[config.mk]
export PLATFORM = sky130hd
export DESIGN_NAME = usr_shift_register
export DESIGN_NICKNAME = d
export VERILOG_FILES = /design/src/rtl/usr_sync2.v /design/src/rtl/usr_shift_register.v
export VERILOG_INCLUDE_DIRS = /design/src /design/src/rtl
export SDC_FILE = /design/constraint.sdc
export NUM_CORES = 1
export LEC_CHECK = 0
export BUFFER_PORTS_ARGS = -buffer_cell sky130_fd_sc_hd__buf_2
export CAP_MARGIN = 15
export CORE_MARGIN = 2
export CORE_UTILIZATION = 49
export CTS_CLUSTER_SIZE = 10
export DETAILED_ROUTE_END_ITERATION = 12
export PLACE_DENSITY_LB_ADDON = 0.3
export SYNTH_ARGS = -nofsm -noshare
export SYNTH_HDL_FRONTEND = slang
export SYNTH_SLANG_ARGS = --single-unit
[constraint.sdc]
create_clock -name i_clock -period 2.5 [get_ports i_clock]
set_input_delay 0.375 -clock i_clock [delete_from_list [all_inputs] [get_ports i_clock]]
set_output_delay 0.375 -clock i_clock [all_outputs]
set_load 0.005 [all_outputs]
[src/rtl/usr_shift_regs.vh]
// Constants for the universal shift/storage register block:
// register offsets, field positions, reset values and mode codes.
// Assumes a 4-bit AXI4-Lite byte address window, one word per register.
`ifndef USR_SHIFT_REGS_VH
`define USR_SHIFT_REGS_VH

// Register byte offsets
`define USR_OFF_STATE      4'h0
`define USR_OFF_STATUS     4'h4
`define USR_OFF_OPCOUNT    4'h8
`define USR_OFF_COUNT_CTRL 4'hc

// Mode codes, {mode_select_hi, mode_select_lo}
`define USR_MODE_HOLD  2'b00
`define USR_MODE_RIGHT 2'b01
`define USR_MODE_LEFT  2'b10
`define USR_MODE_LOAD  2'b11

// Status register field positions
`define USR_ST_MODE_LO_BIT 0
`define USR_ST_MODE_HI_BIT 1
`define USR_ST_CLEAR_BIT   2
`define USR_ST_DRIVE_BIT   3
`define USR_ST_OEA_N_BIT   4
`define USR_ST_OEB_N_BIT   5

// Count control field positions, width and reset value
`define USR_CC_EN_BIT    0
`define USR_CC_LOAD_BIT  1
`define USR_CC_SHIFT_BIT 2
`define USR_CC_CLEAR_BIT 3
`define USR_CC_W         4
`define USR_CC_RESET     4'he

// Operation counter reset value
`define USR_OPCOUNT_RESET 32'h00000000

// Idle level of {out_enable_b_n, out_enable_a_n, sync_clear_n} pins
`define USR_PIN_IDLE 3'h7

// AXI response codes
`define USR_RESP_OKAY   2'b00
`define USR_RESP_SLVERR 2'b10

`endif

[src/rtl/usr_sync2.v]
// Two-flip-flop synchroniser for a vector of independent pin levels.
// Assumes each bit is a slow level; bits are not kept coherent.
`timescale 1ns/1ns

module usr_sync2 #(
  parameter         W       = 1,
  parameter [W-1:0] RST_VAL = {W{1'b0}}
) (
  // Clock and reset
  input  wire         i_clock,
  input  wire         i_rst,
  // Pin levels in, synchronised levels out
  input  wire [W-1:0] i_async,
  output wire [W-1:0] o_sync
);

  reg [W-1:0] stage_a;
  reg [W-1:0] stage_b;

  // First stage feeds only the second stage
  always @(posedge i_clock) begin
    if (i_rst) begin
      stage_a <= RST_VAL;
      stage_b <= RST_VAL;
    end else begin
      stage_a <= i_async;
      stage_b <= stage_a;
    end
  end

  assign o_sync = stage_b;

endmodule // usr_sync2

[src/rtl/usr_shift_register.v]
// Eight-bit universal shift/storage register with common parallel I/O,
// serial end outputs and an AXI4-Lite status and counter port.
// Assumes all pins are asynchronous to i_clock and arrive through two
// flip-flops; the host shares the parallel bus and must honour contention.
`timescale 1ns/1ns
`include "usr_shift_regs.vh"

// Behaviour
// - The block keeps an eight-bit state, bits 0 to 7, in flip-flops and can hold, shift right, shift left, load and clear it.
// - The state changes only at a rising clock edge.
// - A low clear input overrides both selects and zeroes all bits at the next edge.
// - With clear high, selects 11 load, lo-only shifts right, hi-only shifts left and 00 holds.
// - In load mode bit n takes the level of parallel pin n.
// - In right shift bit 0 takes the right serial input and bit n takes old bit n-1.
// - In left shift bit 7 takes the left serial input and bit n takes old bit n+1.
// - In hold mode every bit keeps its value.
// - With outputs enabled each stored bit is driven onto its parallel pin.
// - A high level on either active-low enable floats all parallel pins.
// - Operations still run while the parallel pins float.
// - Load mode turns the pin drivers off whatever the enables say.
// - Bits 0 and 7 are always driven on their own serial output pins.
module usr_shift_register #(
  parameter WIDTH  = 8,
  parameter ADDR_W = 4
) (
  // Clock and reset
  input  wire              i_clock,
  input  wire              i_rst,
  // Mode, clear and serial pins
  input  wire              i_mode_select_lo,
  input  wire              i_mode_select_hi,
  input  wire              i_sync_clear_n,
  input  wire              i_right_shift_serial_in,
  input  wire              i_left_shift_serial_in,
  // Output enable pins
  input  wire              i_out_enable_a_n,
  input  wire              i_out_enable_b_n,
  // Parallel two-way bus
  input  wire [WIDTH-1:0]  i_parallel_bidir_bus,
  output wire [WIDTH-1:0]  o_parallel_bidir_bus,
  output wire [WIDTH-1:0]  o_parallel_bidir_bus_oe,
  // Serial end outputs
  output wire              o_low_end_serial_out,
  output wire              o_high_end_serial_out,
  // AXI4-Lite write address
  input  wire              i_s_axi_awvalid,
  output wire              o_s_axi_awready,
  input  wire [ADDR_W-1:0] i_s_axi_awaddr,
  // AXI4-Lite write data
  input  wire              i_s_axi_wvalid,
  output wire              o_s_axi_wready,
  input  wire [31:0]       i_s_axi_wdata,
  input  wire [3:0]        i_s_axi_wstrb,
  // AXI4-Lite write response
  output wire              o_s_axi_bvalid,
  input  wire              i_s_axi_bready,
  output wire [1:0]        o_s_axi_bresp,
  // AXI4-Lite read address
  input  wire              i_s_axi_arvalid,
  output wire              o_s_axi_arready,
  input  wire [ADDR_W-1:0] i_s_axi_araddr,
  // AXI4-Lite read data
  output wire              o_s_axi_rvalid,
  input  wire              i_s_axi_rready,
  output wire [31:0]       o_s_axi_rdata,
  output wire [1:0]        o_s_axi_rresp
);

  localparam SYNC_W = WIDTH + 7;

  // One-hot write channel states
  localparam [1:0] WR_IDLE = 2'b01;
  localparam [1:0] WR_RESP = 2'b10;
  // One-hot read channel states
  localparam [1:0] RD_IDLE = 2'b01;
  localparam [1:0] RD_DATA = 2'b10;

  // Synchronised pins
  wire [SYNC_W-1:0] pins_sync;
  wire [WIDTH-1:0]  bus_in;
  wire              ser_right;
  wire              ser_left;
  wire [1:0]        mode;
  wire              clear_n;
  wire              oe_a_n;
  wire              oe_b_n;

  // Shift core
  reg  [WIDTH-1:0]  state;
  reg  [WIDTH-1:0]  next_state;
  reg               drive;
  wire              next_drive;

  // Operation counter
  reg  [31:0]         opcount;
  reg  [`USR_CC_W-1:0] count_ctrl;
  reg                  count_hit;

  // AXI write side
  reg  [1:0]        wr_fsm;
  reg               aw_got;
  reg               w_got;
  reg  [ADDR_W-1:0] wr_addr;
  reg  [31:0]       wr_data;
  reg  [3:0]        wr_strb;
  reg  [1:0]        bresp;
  wire              aw_hs;
  wire              w_hs;
  wire              aw_have;
  wire              w_have;
  wire [ADDR_W-1:0] cur_waddr;
  wire [31:0]       cur_wdata;
  wire [3:0]        cur_wstrb;
  wire              wr_fire;

  // AXI read side
  reg  [1:0]        rd_fsm;
  reg  [31:0]       rdata;
  reg  [1:0]        rresp;
  reg  [31:0]       status_word;
  wire              ar_hs;

  // Replaces the byte lanes selected by a strobe
  function [31:0] apply_strb;
    input [31:0] old_val;
    input [31:0] new_val;
    input [3:0]  strb;
    integer      k;
    begin
      apply_strb = old_val;
      for (k = 0; k < 4; k = k + 1) begin
        if (strb[k]) begin
          apply_strb[k*8 +: 8] = new_val[k*8 +: 8];
        end
      end
    end
  endfunction

  // True for the four mapped word addresses
  function is_mapped;
    input [ADDR_W-1:0] addr;
    begin
      is_mapped = (addr == `USR_OFF_STATE) ||
                  (addr == `USR_OFF_STATUS) ||
                  (addr == `USR_OFF_OPCOUNT) ||
                  (addr == `USR_OFF_COUNT_CTRL);
    end
  endfunction

  // All pins pass two flops together so a load sees the selects and the
  // bus data of the same sample; this costs two cycles of latency.
  usr_sync2 #(
    .W       (SYNC_W),
    .RST_VAL ({`USR_PIN_IDLE, {(WIDTH+4){1'b0}}})
  ) u_pin_sync (
    .i_clock (i_clock),
    .i_rst   (i_rst),
    .i_async ({i_out_enable_b_n, i_out_enable_a_n, i_sync_clear_n,
               i_mode_select_hi, i_mode_select_lo,
               i_left_shift_serial_in, i_right_shift_serial_in,
               i_parallel_bidir_bus}),
    .o_sync  (pins_sync)
  );

  // Unpack the synchronised sample
  assign bus_in    = pins_sync[WIDTH-1:0];
  assign ser_right = pins_sync[WIDTH];
  assign ser_left  = pins_sync[WIDTH+1];
  assign mode      = pins_sync[WIDTH+3:WIDTH+2];
  assign clear_n   = pins_sync[WIDTH+4];
  assign oe_a_n    = pins_sync[WIDTH+5];
  assign oe_b_n    = pins_sync[WIDTH+6];

  // Next value of the stored word; enables play no part here
  always @* begin
    next_state = state;
    if (!clear_n) begin
      next_state = {WIDTH{1'b0}};
    end else begin
      case (mode)
        `USR_MODE_LOAD: begin
          next_state = bus_in;
        end
        `USR_MODE_RIGHT: begin
          next_state = {state[WIDTH-2:0], ser_right};
        end
        `USR_MODE_LEFT: begin
          next_state = {ser_left, state[WIDTH-1:1]};
        end
        default: begin
          next_state = state;
        end
      endcase
    end
  end

  // Stored word changes only on the rising edge
  always @(posedge i_clock) begin
    if (i_rst) begin
      state <= {WIDTH{1'b0}};
    end else begin
      state <= next_state;
    end
  end

  // Drivers on only with both enables low and not loading
  // The host must wait out the pin latency before driving
  assign next_drive = !oe_a_n && !oe_b_n && (mode != `USR_MODE_LOAD);

  always @(posedge i_clock) begin
    if (i_rst) begin
      drive <= 1'b0;
    end else begin
      drive <= next_drive;
    end
  end

  // Stored bits go out on the shared bus while enabled
  assign o_parallel_bidir_bus    = state;
  assign o_parallel_bidir_bus_oe = {WIDTH{drive}};

  // End bits are always driven for cascading
  assign o_low_end_serial_out  = state[0];
  assign o_high_end_serial_out = state[WIDTH-1];

  // Which clocked operation the counter should see this edge
  always @* begin
    count_hit = 1'b0;
    if (!clear_n) begin
      count_hit = count_ctrl[`USR_CC_CLEAR_BIT];
    end else if (mode == `USR_MODE_LOAD) begin
      count_hit = count_ctrl[`USR_CC_LOAD_BIT];
    end else if (mode != `USR_MODE_HOLD) begin
      count_hit = count_ctrl[`USR_CC_SHIFT_BIT];
    end
  end

  // AXI write handshakes; address and data may come in either order
  assign aw_hs     = i_s_axi_awvalid && o_s_axi_awready;
  assign w_hs      = i_s_axi_wvalid && o_s_axi_wready;
  assign aw_have   = aw_got || aw_hs;
  assign w_have    = w_got || w_hs;
  assign cur_waddr = aw_got ? wr_addr : i_s_axi_awaddr;
  assign cur_wdata = w_got ? wr_data : i_s_axi_wdata;
  assign cur_wstrb = w_got ? wr_strb : i_s_axi_wstrb;
  assign wr_fire   = (wr_fsm == WR_IDLE) && aw_have && w_have;

  assign o_s_axi_awready = (wr_fsm == WR_IDLE) && !aw_got;
  assign o_s_axi_wready  = (wr_fsm == WR_IDLE) && !w_got;
  assign o_s_axi_bvalid  = (wr_fsm == WR_RESP);
  assign o_s_axi_bresp   = bresp;

  // Write channel sequencing and capture
  always @(posedge i_clock) begin
    if (i_rst) begin
      wr_fsm  <= WR_IDLE;
      aw_got  <= 1'b0;
      w_got   <= 1'b0;
      wr_addr <= {ADDR_W{1'b0}};
      wr_data <= 32'h00000000;
      wr_strb <= 4'h0;
      bresp   <= `USR_RESP_OKAY;
    end else begin
      case (wr_fsm)
        WR_IDLE: begin
          if (wr_fire) begin
            aw_got <= 1'b0;
            w_got  <= 1'b0;
            bresp  <= is_mapped(cur_waddr) ? `USR_RESP_OKAY
                                           : `USR_RESP_SLVERR;
            wr_fsm <= WR_RESP;
          end else begin
            if (aw_hs) begin
              aw_got  <= 1'b1;
              wr_addr <= i_s_axi_awaddr;
            end
            if (w_hs) begin
              w_got   <= 1'b1;
              wr_data <= i_s_axi_wdata;
              wr_strb <= i_s_axi_wstrb;
            end
          end
        end
        WR_RESP: begin
          if (i_s_axi_bready) begin
            wr_fsm <= WR_IDLE;
          end
        end
        default: begin
          wr_fsm <= WR_IDLE;
        end
      endcase
    end
  end

  // Counter and its control; a software write beats a same-edge count
  always @(posedge i_clock) begin
    if (i_rst) begin
      opcount    <= `USR_OPCOUNT_RESET;
      count_ctrl <= `USR_CC_RESET;
    end else begin
      if (wr_fire && (cur_waddr == `USR_OFF_OPCOUNT)) begin
        opcount <= apply_strb(opcount, cur_wdata, cur_wstrb);
      end else if (count_ctrl[`USR_CC_EN_BIT] && count_hit) begin
        opcount <= opcount + 32'h00000001;
      end
      if (wr_fire && (cur_waddr == `USR_OFF_COUNT_CTRL) && cur_wstrb[0]) begin
        count_ctrl <= cur_wdata[`USR_CC_W-1:0];
      end
    end
  end

  // Status word gathers the synchronised pin view and driver state
  always @* begin
    status_word = 32'h00000000;
    status_word[`USR_ST_MODE_LO_BIT] = mode[0];
    status_word[`USR_ST_MODE_HI_BIT] = mode[1];
    status_word[`USR_ST_CLEAR_BIT]   = !clear_n;
    status_word[`USR_ST_DRIVE_BIT]   = drive;
    status_word[`USR_ST_OEA_N_BIT]   = oe_a_n;
    status_word[`USR_ST_OEB_N_BIT]   = oe_b_n;
  end

  // AXI read channel
  assign ar_hs           = i_s_axi_arvalid && o_s_axi_arready;
  assign o_s_axi_arready = (rd_fsm == RD_IDLE);
  assign o_s_axi_rvalid  = (rd_fsm == RD_DATA);
  assign o_s_axi_rdata   = rdata;
  assign o_s_axi_rresp   = rresp;

  // Read data is captured at the address handshake and held until taken
  always @(posedge i_clock) begin
    if (i_rst) begin
      rd_fsm <= RD_IDLE;
      rdata  <= 32'h00000000;
      rresp  <= `USR_RESP_OKAY;
    end else begin
      case (rd_fsm)
        RD_IDLE: begin
          if (ar_hs) begin
            rd_fsm <= RD_DATA;
            rresp  <= `USR_RESP_OKAY;
            case (i_s_axi_araddr)
              `USR_OFF_STATE: begin
                rdata <= {{(32-WIDTH){1'b0}}, state};
              end
              `USR_OFF_STATUS: begin
                rdata <= status_word;
              end
              `USR_OFF_OPCOUNT: begin
                rdata <= opcount;
              end
              `USR_OFF_COUNT_CTRL: begin
                rdata <= {{(32-`USR_CC_W){1'b0}}, count_ctrl};
              end
              default: begin
                rdata <= 32'h00000000;
                rresp <= `USR_RESP_SLVERR;
              end
            endcase
          end
        end
        RD_DATA: begin
          if (i_s_axi_rready) begin
            rd_fsm <= RD_IDLE;
          end
        end
        default: begin
          rd_fsm <= RD_IDLE;
        end
      endcase
    end
  end

endmodule // usr_shift_register

Word-level counts from Yosys, hierarchy flattened
Index checks and enable logic that the tools add are counted.
{"block": "word_totals", "ff_bits": 157, "in_bits": 66, "out_inout_bits": 59, "elab_cells": 114}
{"block": "classes", "add_sub_neg": 1, "eq_ne": 22, "mux": 26, "bitwise": 2, "n_reduce_logical": 44}
{"cell": "$pmux 32 s4", "count": 1}
{"cell": "$mux 32", "count": 3}
{"cell": "$add 32x1->32 const B", "count": 1}
{"cell": "$mux 8", "count": 4}
{"cell": "$pmux 8 s3", "count": 1}
{"cell": "$reduce_and 2->1", "count": 10}
{"cell": "$eq 4x4->1 const B", "count": 4}
{"cell": "$logic_and 1x1->1", "count": 13}
{"cell": "$mux 2", "count": 6}
{"cell": "$ne 2x2->1 const B", "count": 6}
{"cell": "$eq 2x2->1 const B", "count": 4}
{"cell": "$eq 4x3->1 const B", "count": 2}
{"cell": "$logic_not 4->1", "count": 2}
{"cell": "$mux 4", "count": 2}
{"cell": "$pmux 2 s2", "count": 2}
{"cell": "$reduce_bool 2->1", "count": 4}
{"cell": "$mux 1", "count": 7}
{"cell": "$eq 2x1->1 const B", "count": 3}
{"cell": "$ne 2x1->1 const B", "count": 3}
{"cell": "$reduce_and 3->1", "count": 2}
{"cell": "$logic_not 1->1", "count": 5}
{"cell": "$logic_or 1x1->1", "count": 5}
{"cell": "$reduce_or 4->1", "count": 1}
{"cell": "$reduce_bool 3->1", "count": 1}
{"cell": "2 further kinds", "count": 3}

Logic depth before layout (Yosys ltp)
Gate-level depths: netlist (run 1).
{"block": "logic_depth", "depth_word": 9, "mapped_depth": 9, "depth_no_buf": 7}

By module
From an unflattened synthesis (run 1), not the netlist that was laid out.
{"block": "unflattened", "cells_unflattened": 836, "area_unflattened_um2": 7080.5}
{"module": "usr_shift_register", "n_inst": 1, "cells_each": 773, "area_each_um2": 6271.0, "seq_area_each_um2": 2502.4}
{"module": "usr_sync2", "n_inst": 1, "cells_each": 63, "area_each_um2": 809.5, "seq_area_each_um2": 600.6}

Worst setup path after synthesis (run 1)
Ideal clock, no wire load.
{"block": "synth_path", "path_type": "register to register", "from": "register u_pin_sync.stage_b[10] (netlist: u_pin_sync.o_sync[10])", "to": "register opcount[2]", "setup_time_ps": 92, "t_arrival_ps": 2153, "required_ps": 2408, "path_slack_ps": 254, "path_stages_with_launch": 10, "path_buffers": 2, "period_less_slack_ps": 2246, "path_cell_list": "dfxtp_1 > inv_1 > ha_1 > clkbuf_1 > or3b_2 > a31oi_1 > o21ai_2 > and2_1 > buf_2 > o32ai_1"}
{"block": "synth_via", "elab_chain_cells": 7, "word_cells_on_any_way": 8, "classes_between": "eq/ne: 1; mux: 3; reduce/logical: 4"}
{"element": "from (decl)", "line": "usr_sync2.v:18", "rtl": "reg [W-1:0] stage_b;"}
{"element": "from (signal assigned)", "line": "usr_sync2.v:27", "rtl": "stage_b <= stage_a;"}
{"element": "$reduce_bool 2->1 (no source line)"}
{"element": "$mux 1", "line": "usr_shift_register.v:233", "rtl": "end else if (mode != `USR_MODE_HOLD) begin"}
{"element": "$mux 1 (*)", "line": "usr_shift_register.v:231", "rtl": "end else if (mode == `USR_MODE_LOAD) begin"}
{"element": "$mux 1 (*)", "line": "usr_shift_register.v:229", "rtl": "if (!clear_n) begin"}
{"element": "$logic_and 1x1->1 (*)", "line": "usr_shift_register.v:304", "rtl": "end else if (count_ctrl[`USR_CC_EN_BIT] && count_hit) begin"}
{"element": "$reduce_bool 2->1 (no source line) (*)"}
{"element": "$reduce_and 2->1 (no source line) (*)"}
{"element": "to (signal assigned)", "line": "usr_shift_register.v:299", "rtl": "opcount <= `USR_OPCOUNT_RESET;"}
{"element": "to (signal assigned)", "line": "usr_shift_register.v:303", "rtl": "opcount <= apply_strb(opcount, cur_wdata, cur_wstrb);"}
{"element": "to (signal assigned)", "line": "usr_shift_register.v:305", "rtl": "opcount <= opcount + 32'h00000001;"}
{"element": "to (decl)", "line": "usr_shift_register.v:95", "rtl": "reg [31:0] opcount;"}
Every way passes the cells marked *; elsewhere a longest branch is shown, timed or not.
A chain may end at the register's enable or synchronous reset.

Worst setup path after layout (run 1)
{"block": "layout_path", "from": "register u_pin_sync.stage_b[11] (netlist: u_pin_sync.o_sync[11])", "to": "register opcount[1]"}
Same word-level chain as after synthesis.

==> flow_summary_export.csv, run 1 <==
group,metric,value,unit
finish,antennaDiodeCount,0,
worst_setup_path,path_cells,"inv_1 -> ha_1 -> or3b_2 -> a31oi_1 -> buf_4 -> o21ai_2 -> buf_4 -> a221o_1 -> a21oi_1",
hold_path,hp-start,"i_sync_clear_n",
global_route,antenna_found_initial,0,
sta,tns,0,ns
worst_setup_path,worst_path_most_repeated_cell,"buf_4",
worst_setup_path,reg2reg_from,"u_pin_sync.o_sync[11]",
cts,clock_path_buffers,2,
detailed_routing,drc,0,
worst_setup_path,crit_buf_inv,3,
synthesis,synthCells,844,
synthesis,ys_ff_latch,155,
sta,drv_slew,0,
synthesis,synth.top_cell.area_share,0.424,
finish,layout-drive-gt1-share,0.244,
power,leakagePower,3.29,nW
detailed_routing,routed_wl,19700,um
worst_setup_path,crit_required,2.86,ns
cts,path_clk_slew,0.06,ns
worst_setup_path,crit_arrival,2.70,ns
cts,ctsRootBufferMaster,"clkbuf_16",
synthesis,synth_ff_type,"dfxtp_1",
cts,htreeDepth,4,
worst_setup_path,r2r_slack,0.15,ns
detailed_routing,wire_per_inst,17.3,um
hold_path,holdPathEnd,"u_pin_sync.stage_a[12]",
placed_design,place.gp.congestion,0.911,
detailed_routing,ant_nets,0,
global_route,grt_overflow,0,
power,vdd_drop_max,0.477,mV
sta,setup_viol,0,
finish,layout.nets,1017,
synthesis,yosys.area_share.simple,0.212,
finish,areaGrowthSynthToFinish,19.3,%
synthesis,synth_edf_count,0,
synthesis,syn_avg_cell_area,8.67,sq um
finish,fillers,1300,
placed_design,hpwl,13600,um
cts,hold_buffers,0,
hold_path,hp-class,"input port to flip-flop",
die,io_pins,125,
worst_setup_path,crit_family,"compound AO/OA/AOI/OAI gates",
worst_setup_path,crit_fanout,9,
power,pwr-share-clk,0.470,
sta,relSlewSlack,0.514,
detailed_routing,first_iter_violations,561,
cts,post-cts-setup-buffers,0,
die,die_h,126,um
power,p_comb_frac,0.093,
synthesis,synth_most_common_cell,"dfxtp_1",
sta,period_share,0.939,
sta,rsz0062_at_grt,"false",
synthesis,synth_top_cell_by_area,"dfxtp_1",
worst_setup_path,slowest_stage,"or3b_2",
global_route,grt_first_pass_wirelength,32100,um
synthesis,synthXorXnorAreaFrac,0,
sta,min_period,2.35,ns
synthesis,netlist_top_cells_count,"dfxtp_1, nand2_1, nor2_1",
sta,max_freq,0.426,GHz
synthesis,synthAdderAreaFrac,0.00855,
detailed_routing,viasPerCell,5.83,
detailed_routing,first_pass_iters,7,
placed_design,dpl-instance-area,8090,sq um
placed_design,port_buffers,122,
power,power_frac_seq,0.436,
cts,cts_tree,"built",
worst_setup_path,r2r_cells,9,
power,switching_share,0.248,
synthesis,ys_top_cells_by_area,"dfxtp_1, nand2_1, a22oi_1, mux2i_1, a21oi_1",
cts,cts-resized-gates,0,
sta,hold_viol_final,0,
sta,holdWs,0.133,ns
cts,numCtsBuffers,17,
synthesis,synth_mux_area_frac,0.0778,
synthesis,ys_types,70,
flow_run,drv_cap,0,
finish,fin_util,0.601,
die,die_area,15900,sq um
detailed_routing,vias,6665,
power,internal-power,4.45,mW
global_route,grt_use_total,0.249,
power,p_switching,1.47,mW
synthesis,ys_seq_area_frac,0.424,
synthesis,async_flop_share,0,
worst_setup_path,r2r_end,"opcount[1]",
worst_setup_path,crit_path_start_kind,"flip-flop",
sta,tightest_slew,0.729,ns
synthesis,synth_warnings,0,
global_route,grt_pass1_vias,6376,
die,die_x,126,um
run_status,status,"complete, no violations",
power,powerDensity,679,nW/um^2
synthesis,synth.cell_area,7320,sq um
cts,cts.sinks,155,
worst_setup_path,cp_slowest_stage_delay,0.49,ns
worst_setup_path,end_kind,"flip-flop",
die,std_cell_rows,44,
cts,clk_latency,0.43,ns
die,initial_core_util,0.503,
worst_setup_path,crit_type,"flip-flop to flip-flop",
die,fp.coreArea,14500,sq um
global_route,grt_max_degree,59,
hold_path,whs_path_depth,2,
sta,skew,0.00728,ns
synthesis,synth_compound_area_frac,0.217,
finish,fin_area,8730,sq um
power,total_power,5.92,mW
synthesis,synth_top_family_by_area,"compound AO/OA/AOI/OAI gates",
==> area by class of cell <==
type | instances | area [sq um] | share of cell area
repair buffers | 157 | 913 | 0.105
flip-flops and latches | 155 | 3100 | 0.356
well taps | 184 | 230 | 0.0264
clock buffers | 17 | 425 | 0.0487
inverters | 16 | 60.1 | 0.00688
multi-input cells | 599 | 3790 | 0.434
clock inverters | 15 | 211 | 0.0242
==> per-layer routing <==
metal / share of wire / track usage
met3: 0.052 / 0.0586
met4: 0.022 / 0.0918
met2: 0.49 / 0.420
met1: 0.43 / 0.312
met5: 0 / 0
==> kinds of logic (layout without fill, tap and decap cells) <==
kind of cell	Yosys count	in the layout
AOI/OAI and AO/OA	221	221
muxes	50	50
DFF	155	155
other	1	2
and+or+nand+nor	321	321
buffers and inverters	91	205
adders and majority gates	5	5
==> worst max-delay path by stage <==
stage,start,cells after the start,slack [ns],to
6_report,u_pin_sync.o_sync[11],9,0.15,opcount[1]
5_1_grt,aw_got,8,0.01,opcount[30]
2_1_floorplan,u_pin_sync.o_sync[10],9,0.25,opcount[2]
3_5_place_dp,i_s_axi_awaddr[0],8,0.07,opcount[12]
4_1_cts,u_pin_sync.o_sync[10],9,0.14,opcount[1]
3_3_place_gp,i_s_axi_awaddr[0],8,0.11,opcount[12]
==> flip-flops by register name (all words and copies together) (netlist names), 2 cells and up <==
name	count
o_s_axi_rdata	32
u_pin_sync.stage_a	15
wr_fsm	2
u_pin_sync.o_sync	15
wr_data	32
wr_strb	4
o_parallel_bidir_bus	8
wr_addr	4
count_ctrl	4
rd_fsm	2
opcount	32
==> through the flow <==
stage | instances | setup WS [ns]
2_1_floorplan | 845 | 0.254
3_3_place_gp | 1111 | 0.107
3_5_place_dp | 1111 | 0.0745
4_1_cts | 1143 | 0.142
5_1_grt | 1143 | 0.0131
6_report | 1143 | 0.153
==> power by group through the flow <==
stage,clock network [mW],registers (mW),logic [mW]
final,2.79,2.59,0.553
after global routing,2.94,2.59,0.609
after detailed placement,0,2.64,0.549
after floorplan,0,2.63,0.375
after global placement,0,2.64,0.545
after CTS,2.83,2.58,0.553
==> placed cells by master (no fill, tap or decap), types with 10 or more instances in the layout <==
cell type  Yosys  layout
nor3_1        15      15
buf_4         14      33
nor2_1        71      71
clkbuf_16      0      17
inv_1         15      15
o21ai_0       11      11
nand2_1      110     110
o32ai_1       14      14
nor2b_1       33      33
buf_2         10     121
mux2i_1       31      31
a211oi_1      26      26
nand3_1       39      39
a21oi_1       58      58
mux2_2        15      15
nand4_1       10      10
a22oi_1       43      43
dfxtp_1      155     154
(Power assumes the default switching activity.)
==> run 2, diff against run 1 <==
CORE_UTILIZATION = 45   (was 49)
HOLD_SLACK_MARGIN = 0.05   (was not set)
==> flow_summary_export.csv, run 2 (synthesis results as in run 1) <==
group,metric,value,unit
finish,layout-drive-gt1-share,0.246,
global_route,grt_overflow,0,
worst_setup_path,crit_fanout,10,
finish,layout.nets,1019,
sta,layout_setup_ws,0.141,ns
sta,tightest_slew,0.633,ns
sta,setup_viol,0,
detailed_routing,vias,6793,
detailed_routing,drc,0,
flow_run,drv_cap,0,
detailed_routing,top_layer,"met4",
cts,post-cts-setup-buffers,0,
sta,max_freq,0.424,GHz
finish,layout_commonest_cell,"dfxtp_1",
die,fp.coreArea,15900,sq um
worst_setup_path,crit_arrival,2.67,ns
placed_design,dpl_worst_slack,0.0568,ns
sta,tns,0,ns
die,die_area,17300,sq um
cts,cts_tree,"built",
sta,min_period,2.36,ns
die,die_x,132,um
worst_setup_path,cp_slowest_stage_delay,0.48,ns
worst_setup_path,end_kind,"flip-flop",
worst_setup_path,crit_required,2.81,ns
placed_design,place.gp.congestion,0.929,
die,std_cell_rows,46,
sta,rsz0062_at_grt,"false",
worst_setup_path,r2r_cells,8,
power,powerDensity,680,nW/um^2
sta,hold_viol_final,0,
global_route,grt_max_degree,94,
sta,period_share,0.944,
placed_design,post-place-cells,1145,
worst_setup_path,path_cells,"inv_1 -> ha_1 -> or3b_2 -> a31oi_1 -> a21oi_1 -> buf_4 -> a211oi_1 -> o32ai_1",
finish,stdcell_count,1177,
finish,antennaDiodeCount,0,
detailed_routing,first_iter_violations,510,
detailed_routing,met2WireLength,9870,um
finish,fin_util,0.555,
die,io_pins,125,
placed_design,hpwl,13900,um
detailed_routing,wire_per_inst,17.0,um
cts,cts.sinks,155,
worst_setup_path,crit_path_start_kind,"flip-flop",
global_route,grt_use_total,0.228,
cts,cts-resized-gates,0,
cts,htreeDepth,4,
global_route,antenna_found_initial,0,
power,vdd_drop_max,0.458,mV
detailed_routing,viasPerCell,5.77,
finish,fillers,1488,
hold_path,whs_path_depth,2,
cts,hold_buffers,0,
power,leakagePower,3.32,nW
detailed_routing,wl_met1,8520,um
worst_setup_path,crit_type,"flip-flop to flip-flop",
finish,areaGrowthSynthToFinish,20.4,%
die,die_h,132,um
finish,fin_area,8810,sq um
worst_setup_path,slowest_stage,"or3b_2",
hold_path,hp-class,"input port to flip-flop",
detailed_routing,ant_nets,0,
placed_design,port_buffers,122,
detailed_routing,first_pass_iters,6,
sta,holdWs,0.121,ns
global_route,grt_first_pass_wirelength,31900,um
sta,relSlewSlack,0.578,
detailed_routing,routed_wl,20000,um
die,initial_core_util,0.461,
sta,drv_slew,0,
sta,skew,0.00944,ns
cts,clk_latency,0.43,ns
global_route,grt_pass1_vias,6188,
run_status,status,"complete, no violations",
cts,path_clk_slew,0.06,ns
detailed_routing,wl_met3,973,um
cts,ctsRootBufferMaster,"clkbuf_16",
finish,final_cell_mix,"dfxtp_1, buf_2, nand2_1, nor2_1, a21oi_1",
cts,clock_path_buffers,2,
cts,numCtsBuffers,17,
placed_design,dpl-instance-area,8160,sq um
power,total_power,5.99,mW
==> run 2: report_power, final <==
group	total [mW]	switching [mW]	leakage (nW)	internal (mW)
Sequential	2.58	0.0397	1.26	2.54
Combinational	0.562	0.339	1.74	0.223
Clock	2.85	1.13	0.319	1.71
==> run 2: worst paths after layout <==
path | startpoint | end | slack (ns)
hold reg to reg | u_pin_sync.stage_a[1] | u_pin_sync.o_sync[1] | 0.43
hold / removal | i_out_enable_b_n | u_pin_sync.stage_a[14] | 0.12
setup reg to reg | u_pin_sync.o_sync[10] | opcount[27] | 0.14
setup / recovery | u_pin_sync.o_sync[10] | opcount[27] | 0.14
==> run 2: cell type report <==
cell class | count | area (sq um) | share of cell area
Multi-Input combinational cell | 599 | 3790 | 0.430
Sequential cell | 155 | 3100 | 0.352
Timing Repair Buffer | 159 | 941 | 0.107
Clock buffer | 17 | 425 | 0.0483
Tap cell | 216 | 270 | 0.0307
Clock inverter | 15 | 224 | 0.0254
Inverter | 16 | 60.1 | 0.00682
==> run 2: worst max-delay path, delay by kind of cell, from the launching register on <==
family	cells	cell delay, ns
buf+inv	2	0.31
simple gates	1	0.48
flops	1	0.39
compound gates	4	0.83
fa+ha+maj	1	0.21
==> run 2: metal layers <==
layer	up-vias	GRT usage
li1	3272	-
met1	3243	0.284
met2	225	0.379
met3	53	0.0478
met4	0	0.0996
met5	-	0
